==> config.mk <==
export PLATFORM = sky130hd
export DESIGN_NAME = bit_skip_unit
export DESIGN_NICKNAME = d
export VERILOG_FILES = /design/src/bit_skip_pkg.sv /design/src/bit_skip_unit.sv
export SDC_FILE = /design/constraint.sdc
export NUM_CORES = 1
export LEC_CHECK = 0
export BUFFER_PORTS_ARGS = -buffer_cell sky130_fd_sc_hd__buf_2
export CAP_MARGIN = 20
export CORE_UTILIZATION = 40
export CTS_CLUSTER_SIZE = 20
export DETAILED_ROUTE_END_ITERATION = 8
export PLACE_DENSITY = 0.68
export SYNTH_ARGS = -nofsm -noshare
export SYNTH_HDL_FRONTEND = slang
export SYNTH_SLANG_ARGS = --single-unit
==> constraint.sdc <==
create_clock -name mclk -period 4.39 [get_ports mclk]
set_input_delay 0.878 -clock mclk [delete_from_list [all_inputs] [get_ports mclk]]
set_output_delay 0.878 -clock mclk [all_outputs]
set_load 0.1 [all_outputs]
==> src/bit_skip_pkg.sv <==
// Constants and types for the bit and skip instruction unit
`default_nettype none
package bit_skip_pkg;

	// ****************************************************************
	// Widths and flag positions
	// ****************************************************************
	localparam int unsigned DATA_W    = 8;
	localparam int unsigned MEM_DEPTH = 16;
	localparam int unsigned FLAG_Z    = 0;
	localparam int unsigned FLAG_C    = 1;
	localparam int unsigned FLAG_AC   = 2;
	localparam int unsigned FLAG_OV   = 3;

	// ****************************************************************
	// IO space seen by instructions
	// ****************************************************************
	localparam logic [1:0] IO_FLAGS = 2'h0;
	localparam logic [1:0] IO_PORT  = 2'h1;
	localparam logic [1:0] IO_DIR   = 2'h2;

	// ****************************************************************
	// Register port offsets
	// ****************************************************************
	localparam logic [4:0] REG_WREG   = 5'h00;
	localparam logic [4:0] REG_FLAGS  = 5'h01;
	localparam logic [4:0] REG_PORT   = 5'h02;
	localparam logic [4:0] REG_DIR    = 5'h03;
	localparam logic [4:0] REG_PINS   = 5'h04;
	localparam logic [4:0] REG_STATUS = 5'h05;

	// ****************************************************************
	// Reset values
	// ****************************************************************
	localparam logic [7:0] WREG_RST  = 8'h00;
	localparam logic [3:0] FLAGS_RST = 4'h0;
	localparam logic [7:0] PORT_RST  = 8'h00;
	localparam logic [7:0] DIR_RST   = 8'h00;

	// ****************************************************************
	// Types
	// ****************************************************************
	typedef enum logic [4:0] {
		op_nop                    = 5'h00,
		bit_clear_op_io           = 5'h01,
		bit_force_high_op_io      = 5'h02,
		bit_clear_op_mem          = 5'h03,
		bit_force_high_op_mem     = 5'h04,
		op_swap_carry_io          = 5'h05,
		op_skip_eq_imm            = 5'h06,
		op_skip_eq_mem            = 5'h07,
		op_skip_ne_imm            = 5'h08,
		op_skip_ne_mem            = 5'h09,
		skip_if_bit_low_op_io     = 5'h0a,
		skip_if_bit_high_op_io    = 5'h0b,
		skip_if_bit_low_op_mem    = 5'h0c,
		skip_if_bit_high_op_mem   = 5'h0d,
		op_inc_skip_w             = 5'h0e,
		op_dec_skip_w             = 5'h0f,
		op_inc_skip_mem           = 5'h10,
		op_dec_skip_mem           = 5'h11
	} op_t;

	typedef struct packed {
		op_t        op;
		logic [2:0] bit_sel;
		logic [1:0] io_addr;
		logic [3:0] mem_addr;
		logic [7:0] imm;
	} instr_t;

	typedef struct packed {
		logic [4:0] addr;
		logic [7:0] wdata;
		logic       wr;
		logic       rd;
	} reg_req_t;

	typedef struct packed {
		logic [7:0] res;
		logic [3:0] flags;
	} alu_t;

	typedef struct packed {
		logic [7:0]        wreg;
		logic [3:0]        flags;
		logic [7:0]        port_a_data;
		logic [7:0]        dir;
		logic [15:0][7:0]  mem;
		logic              skip;
		logic [7:0]        rdata;
	} state_t;

endpackage : bit_skip_pkg
`default_nettype wire

==> src/bit_skip_unit.sv <==
// Bit manipulation and conditional skip execution unit
//
// Overview of operation
// - Bit clear or set on IO register changes only that bit, no flags.
// - Bit clear or set on memory byte changes only that bit, no flags.
// - Carry exchange swaps IO bit with carry, only carry flag changes.
// - On an output pin, carry exchange drives the old carry to the port.
// - On an input pin, carry exchange loads the pin level into carry.
// - Direction bit 1 makes the pin an output, 0 an input.
// - Skip-if-equal compares working register with operand, skips on equal.
// - Skip-if-not-equal compares working register with operand, skips on differ.
// - Compares set all four flags as a subtraction, result discarded.
// - IO bit test skips on low or high bit, flags unchanged.
// - Memory bit test skips on low or high bit, flags unchanged.
// - Increment working register, write back, set flags, skip on zero.
// - Decrement working register, write back, set flags, skip on zero.
// - Increment memory byte in place, set flags, skip on zero.
// - Decrement memory byte in place, set flags, skip on zero.
//
// Design decisions made here: the address map and the address-and-strobe port.
`timescale 1ns/10ps
`default_nettype none
module bit_skip_unit (
	// Clock and reset
	input  wire logic                  mclk,
	input  wire logic                  nrst,
	// Instruction stream from decode
	input  wire logic                  instr_valid,
	input  wire bit_skip_pkg::instr_t  instr,
	// Register port
	input  wire bit_skip_pkg::reg_req_t reg_req,
	output logic [7:0]                 reg_rdata,
	// Port A pins
	input  wire logic [7:0]            port_pin_in,
	output logic [7:0]                 port_out,
	output logic [7:0]                 port_oe,
	// Core state
	output logic [7:0]                 working_register,
	output logic [3:0]                 flags,
	output logic                       skip_pending
);

	// ****************************************************************
	// Adder shared by compare, increment and decrement
	// ****************************************************************
	function automatic bit_skip_pkg::alu_t alu_op(input logic [7:0] a,
		input logic [7:0] b, input logic sub);
		logic [8:0]          full;
		logic [4:0]          half;
		logic [7:0]          bb;
		bit_skip_pkg::alu_t  r;
		bb = sub ? ~b : b;
		full = {1'b0, a} + {1'b0, bb} + {8'h00, sub};
		half = {1'b0, a[3:0]} + {1'b0, bb[3:0]} + {4'h0, sub};
		r.res = full[7:0];
		r.flags[bit_skip_pkg::FLAG_Z] = (full[7:0] == 8'h00);
		// Borrow is the inverted carry on subtraction
		r.flags[bit_skip_pkg::FLAG_C] = full[8] ^ sub;
		r.flags[bit_skip_pkg::FLAG_AC] = half[4] ^ sub;
		r.flags[bit_skip_pkg::FLAG_OV] = (a[7] == bb[7]) & (full[7] != a[7]);
		return r;
	endfunction : alu_op

	// ****************************************************************
	// State and next state
	// ****************************************************************
	bit_skip_pkg::state_t s_q;
	bit_skip_pkg::state_t s_d;
	bit_skip_pkg::alu_t   alu_r;
	logic                 exec;
	logic [7:0]           io_rd;
	logic [7:0]           io_new;
	logic                 io_wr;
	logic [7:0]           mem_rd;
	logic [7:0]           mem_new;
	logic                 mem_wr;
	logic                 bit_v;
	logic                 c_old;

	// Output pins read back as the latch, input pins as the pin level
	assign io_rd = (instr.io_addr == bit_skip_pkg::IO_FLAGS) ?
		{4'h0, s_q.flags} :
		(instr.io_addr == bit_skip_pkg::IO_PORT) ?
		((s_q.dir & s_q.port_a_data) | (~s_q.dir & port_pin_in)) :
		(instr.io_addr == bit_skip_pkg::IO_DIR) ? s_q.dir : 8'h00;
	assign mem_rd = s_q.mem[instr.mem_addr];
	assign exec = instr_valid & ~s_q.skip;

	always_comb begin
		s_d = s_q;
		alu_r = '0;
		io_wr = 1'b0;
		mem_wr = 1'b0;
		c_old = s_q.flags[bit_skip_pkg::FLAG_C];
		// Base for IO writes is the latch, so input pins do not leak in
		io_new = (instr.io_addr == bit_skip_pkg::IO_PORT) ?
			s_q.port_a_data : io_rd;
		mem_new = mem_rd;
		bit_v = 1'b0;
		if (instr_valid && s_q.skip) begin
			s_d.skip = 1'b0;
		end
		if (exec) begin
			s_d.skip = 1'b0;
			case (instr.op)
			bit_skip_pkg::bit_clear_op_io,
			bit_skip_pkg::bit_force_high_op_io: begin
				io_new[instr.bit_sel] =
					(instr.op == bit_skip_pkg::bit_force_high_op_io);
				io_wr = 1'b1;
			end
			bit_skip_pkg::bit_clear_op_mem,
			bit_skip_pkg::bit_force_high_op_mem: begin
				mem_new[instr.bit_sel] =
					(instr.op == bit_skip_pkg::bit_force_high_op_mem);
				mem_wr = 1'b1;
			end
			bit_skip_pkg::op_swap_carry_io: begin
				// Input pins keep their latch; only carry picks up the pin
				if (instr.io_addr != bit_skip_pkg::IO_PORT ||
					s_q.dir[instr.bit_sel]) begin
					io_new[instr.bit_sel] = c_old;
					io_wr = 1'b1;
				end
			end
			bit_skip_pkg::op_skip_eq_imm, bit_skip_pkg::op_skip_ne_imm: begin
				alu_r = alu_op(s_q.wreg, instr.imm, 1'b1);
				s_d.flags = alu_r.flags;
				s_d.skip = (instr.op == bit_skip_pkg::op_skip_eq_imm) ==
					(s_q.wreg == instr.imm);
			end
			bit_skip_pkg::op_skip_eq_mem, bit_skip_pkg::op_skip_ne_mem: begin
				alu_r = alu_op(s_q.wreg, mem_rd, 1'b1);
				s_d.flags = alu_r.flags;
				s_d.skip = (instr.op == bit_skip_pkg::op_skip_eq_mem) ==
					(s_q.wreg == mem_rd);
			end
			bit_skip_pkg::skip_if_bit_low_op_io,
			bit_skip_pkg::skip_if_bit_high_op_io: begin
				bit_v = io_rd[instr.bit_sel];
				s_d.skip = (instr.op == bit_skip_pkg::skip_if_bit_high_op_io)
					== bit_v;
			end
			bit_skip_pkg::skip_if_bit_low_op_mem,
			bit_skip_pkg::skip_if_bit_high_op_mem: begin
				bit_v = mem_rd[instr.bit_sel];
				s_d.skip = (instr.op == bit_skip_pkg::skip_if_bit_high_op_mem)
					== bit_v;
			end
			bit_skip_pkg::op_inc_skip_w, bit_skip_pkg::op_dec_skip_w: begin
				alu_r = alu_op(s_q.wreg, 8'h01,
					instr.op == bit_skip_pkg::op_dec_skip_w);
				s_d.wreg = alu_r.res;
				s_d.flags = alu_r.flags;
				s_d.skip = (alu_r.res == 8'h00);
			end
			bit_skip_pkg::op_inc_skip_mem, bit_skip_pkg::op_dec_skip_mem: begin
				alu_r = alu_op(mem_rd, 8'h01,
					instr.op == bit_skip_pkg::op_dec_skip_mem);
				mem_new = alu_r.res;
				mem_wr = 1'b1;
				s_d.flags = alu_r.flags;
				s_d.skip = (alu_r.res == 8'h00);
			end
			default: begin
			end
			endcase
			if (io_wr) begin
				case (instr.io_addr)
				bit_skip_pkg::IO_FLAGS: s_d.flags = io_new[3:0];
				bit_skip_pkg::IO_PORT:  s_d.port_a_data = io_new;
				bit_skip_pkg::IO_DIR:   s_d.dir = io_new;
				default: begin
				end
				endcase
			end
			if (instr.op == bit_skip_pkg::op_swap_carry_io) begin
				s_d.flags[bit_skip_pkg::FLAG_C] = io_rd[instr.bit_sel];
			end
			if (mem_wr) begin
				s_d.mem[instr.mem_addr] = mem_new;
			end
		end
		// Software writes land after the instruction and win on a clash
		if (reg_req.wr) begin
			if (reg_req.addr[4]) begin
				s_d.mem[reg_req.addr[3:0]] = reg_req.wdata;
			end else begin
				case (reg_req.addr)
				bit_skip_pkg::REG_WREG:  s_d.wreg = reg_req.wdata;
				bit_skip_pkg::REG_FLAGS: s_d.flags = reg_req.wdata[3:0];
				bit_skip_pkg::REG_PORT:  s_d.port_a_data = reg_req.wdata;
				bit_skip_pkg::REG_DIR:   s_d.dir = reg_req.wdata;
				default: begin
				end
				endcase
			end
		end
		s_d.rdata = 8'h00;
		if (reg_req.rd) begin
			if (reg_req.addr[4]) begin
				s_d.rdata = s_q.mem[reg_req.addr[3:0]];
			end else begin
				case (reg_req.addr)
				bit_skip_pkg::REG_WREG:   s_d.rdata = s_q.wreg;
				bit_skip_pkg::REG_FLAGS:  s_d.rdata = {4'h0, s_q.flags};
				bit_skip_pkg::REG_PORT:   s_d.rdata = s_q.port_a_data;
				bit_skip_pkg::REG_DIR:    s_d.rdata = s_q.dir;
				bit_skip_pkg::REG_PINS:   s_d.rdata = port_pin_in;
				bit_skip_pkg::REG_STATUS: s_d.rdata = {7'h00, s_q.skip};
				default:                  s_d.rdata = 8'h00;
				endcase
			end
		end
	end

	always_ff @(posedge mclk or negedge nrst) begin
		if (!nrst) begin
			s_q <= '0;
			s_q.wreg <= bit_skip_pkg::WREG_RST;
			s_q.flags <= bit_skip_pkg::FLAGS_RST;
			s_q.port_a_data <= bit_skip_pkg::PORT_RST;
			s_q.dir <= bit_skip_pkg::DIR_RST;
		end else begin
			s_q <= s_d;
		end
	end

	assign reg_rdata = s_q.rdata;
	assign port_out = s_q.port_a_data;
	assign port_oe = s_q.dir;
	assign working_register = s_q.wreg;
	assign flags = s_q.flags;
	assign skip_pending = s_q.skip;

	logic go;
	assign go = exec & ~reg_req.wr;
endmodule : bit_skip_unit
`default_nettype wire

==> flow_summary_export.csv <==
group,metric,value,unit
layout,diodes,0,
floorplanning,die-width,185,um
cts,clk_pin_slew,0.08,ns
placed_design,port_buffers,84,
floorplanning,die_area,34100,um^2
logic_synthesis,synth_area,13400,um^2
floorplanning,die_h,185,um
timing,tns,0,ns
timing,hold_viol,0,
power_and_ir_drop,ir_drop,0.457,mV
worst_setup_path,critPathKind,"input pin to register",
power_and_ir_drop,p_leak,6.46,nW
logic_synthesis,synthesis.nets,1506,
logic_synthesis,synth-edff-count,0,
drt,drt_wl_total,45.1,mm
cts,numCtsBuffers,17,
cts,clockBufferDepth,2,
timing,skew,0.0117,ns
logic_synthesis,synth.yosys.seq_area_share,30.9,%
drt,drt_pass1_iterations,5,
layout,utilization,47.4,%
global_route,antenna_found_initial,0,
layout,fin_nets,1613,
timing,slew_headroom,25.4,%
floorplanning,core,32700,um^2
layout,syn2layout_area_growth,16.0,%
timing,period_needed,4.31,ns
global_route,grt_first_pass_wirelength,69.0,mm
worst_setup_path,r2r.worst_path.cells,17,
logic_synthesis,ys_ff_latch,165,
floorplanning,std_cell_rows,66,
timing,period_share,98.2,%
global_route,grt_max_degree,77,
drt,wl_per_cell,22.8,um
worst_setup_path,arrival,4.63,ns
hold_path,hold_path.class,"input pin to async pin",
placed_design,dpl.cell_count,1942,
logic_synthesis,synthCells,1419,
floorplanning,io_pins,85,
placed_design,gp_congestion,0.971,
cts,holdBufCountCts,0,
drt,drt-vias-per-instance,6.12,
global_route,grt_pass1_vias,11495,
cts,insertion_delay,0.43,ns
drt,drtIter0Drc,1311,
worst_setup_path,cp.required,4.72,ns
logic_synthesis,avgSynthCellArea,9.41,um^2
drt,ant_nets,0,
timing,finalMaxSlewViolations,0,
cts,cts_sinks,165,
drt,vias,12131,
worst_setup_path,crit_path_end_kind,"register",
layout,drive_gt1_share,25.1,%
status,outcome,"finished clean",
cts,cts_tree,"yes",
cts,h-tree-depth,4,
cts,cts_root_buffer,"clkbuf_16",
placed_design,dp_hpwl,33.1,mm
worst_setup_path,startpoint_type,"input pin",
timing,hold_slack,0.462,ns
power_and_ir_drop,powerDensity,477,nW/um^2
worst_setup_path,path_max_fanout,7,
logic_synthesis,yosys_most_used_dff,"dfrtp_1",
flow_run,maxCapViolCount,0,
global_route,grt-ovfl-total,0,
drt,drc,0,
layout,fin_cells,1981,
timing,worstMarginPinSlew,1.11,ns
layout,finish.instance_area,15500,um^2
placed_design,placed_cell_area,14800,um^2
floorplanning,start_util,40.9,%
logic_synthesis,synthArstFlopShare,100,%
logic_synthesis,yosys_warnings,0,
timing,fmax,0.232,GHz
global_route,grt_usage,26.6,%
timing,finalSetupViolCount,0,
logic_synthesis,yosysUniqueCellTypes,83,
[routing by layer]
layer	part of all wire, %	global-route usage [%]	vias to the layer above
li1	-	-	5450
met1	42	34.7	6020
met2	48	44.8	567
met3	6.9	4.51	94
met4	3.3	8.26	0
met5	0	0	-
[cell type report]
class | count | area [um^2]
timing repair buffer | 227 | 1610
tap | 442 | 553
multi-input combinational | 1080 | 8490
sequential | 165 | 4130
fill | 3041 | 17200
inverter | 35 | 131
clock buffer | 18 | 439
clock inverter | 14 | 140
[registers in the layout (all words and copies together) (netlist names)]
name,count
port_oe,8
reg_rdata,8
s_q,128
skip_pending,1
working_register,8
port_out,8
flags,4
[worst max-delay path: stages]
cell	delay (ns)
buf_12	0.10
mux4_2	0.49
mux2_4	0.29
o21ai_4	0.15
inv_2	0.07
ha_2	0.17
or2_4	0.25
fa_2	0.37
and3_4	0.16
o211a_1	0.24
nor4_4	0.25
buf_4	0.16
buf_4	0.11
xor2_1	0.23
nor4b_4	0.27
a41oi_2	0.18
a221oi_1	0.27
[layout by cell type, fill, tap and decap left out, types with 36 or more instances in the layout]
master	n
buf_4	136
a21o_1	36
mux4_2	69
mux2i_1	136
o21ai_1	38
nand2_1	152
buf_2	81
o21ai_0	119
a21oi_1	41
dfrtp_1	165
nor2_1	120
[power by group]
part,switching (mW),internal [mW],total (mW),leakage (nW)
Sequential,0.494,1.88,2.37,2.12
Combinational,2.06,1.43,3.49,4.06
Clock,0.709,0.813,1.52,0.283
[worst paths after layout]
check / from / end / slack (ns)
setup / recovery: instr[8] / flags[0]$_DFF_PN0_ / 0.08
hold / removal: nrst / s_q[128]$_DFF_PN0_ / 0.46
setup reg to reg: s_q[129]$_DFF_PN0_ / flags[0]$_DFF_PN0_ / 0.23
hold reg to reg: s_q[119]$_DFF_PN0_ / s_q[119]$_DFF_PN0_ / 0.58
max in group asynchronous: nrst / reg_rdata[5]$_DFF_PN0_ / 2.95
min in group mclk: s_q[119]$_DFF_PN0_ / s_q[119]$_DFF_PN0_ / 0.58
[cell families after synthesis]
family / after synthesis / synth area share (%)
flops: 165 / 30.9
fa+ha+maj: 40 / 3.95
simple gates: 403 / 14.1
buf+inv: 174 / 6.25
mux: 230 / 24.1
compound gates: 379 / 18.8
xor+xnor: 28 / 1.84
[synth_stat cells (4+ instances only)]
cell type / n / area, um^2
buf_4: 36 / 270
o31ai_1: 4 / 30.0
fa_1: 4 / 80.1
o21ai_0: 136 / 681
a21o_1: 36 / 270
inv_1: 34 / 128
a22o_1: 10 / 87.6
or4_1: 4 / 30.0
nor3_1: 12 / 60.1
o22ai_1: 10 / 62.6
a221oi_1: 9 / 78.8
nor2_1: 120 / 450
nand2_1: 152 / 571
nor4_1: 7 / 43.8
a31oi_1: 8 / 50.1
xnor2_1: 16 / 140
o21ai_1: 23 / 115
o2bb2ai_1: 4 / 35.0
nand3b_1: 7 / 52.6
a211oi_1: 25 / 188
mux2_2: 20 / 225
buf_1: 15 / 56.3
a21oi_1: 41 / 205
nand2b_1: 10 / 62.6
nand3_1: 18 / 90.1
clkbuf_1: 73 / 274
buf_2: 12 / 60.1
nand4_1: 9 / 56.3
mux2i_1: 139 / 1390
mux4_2: 69 / 1550
dfrtp_1: 165 / 4130
and3_1: 7 / 43.8
a22oi_1: 11 / 82.6
or3_1: 10 / 62.6
a311oi_1: 6 / 52.6
ha_1: 35 / 438
nor2b_1: 14 / 87.6
xor2_1: 12 / 105
and2_1: 11 / 68.8
a21boi_0: 6 / 45.0
a311oi_2: 10 / 150
[stage by stage]
stage / power [mW] / worst slack (ns)
2_1_floorplan: 4.80 / -0.325
3_3_place_gp: 5.70 / -0.239
3_5_place_dp: 5.78 / -0.367
4_1_cts: 7.30 / 0.0644
5_1_grt: 7.73 / -0.0378
6_report: 7.39 / 0.0809
[timing repair]
action | CTS | global route
setup buffers | 0 | 3
endpoints found under the setup margin | 0 | 19
gates resized for setup | 0 | 17
(Power assumes the default switching activity.)
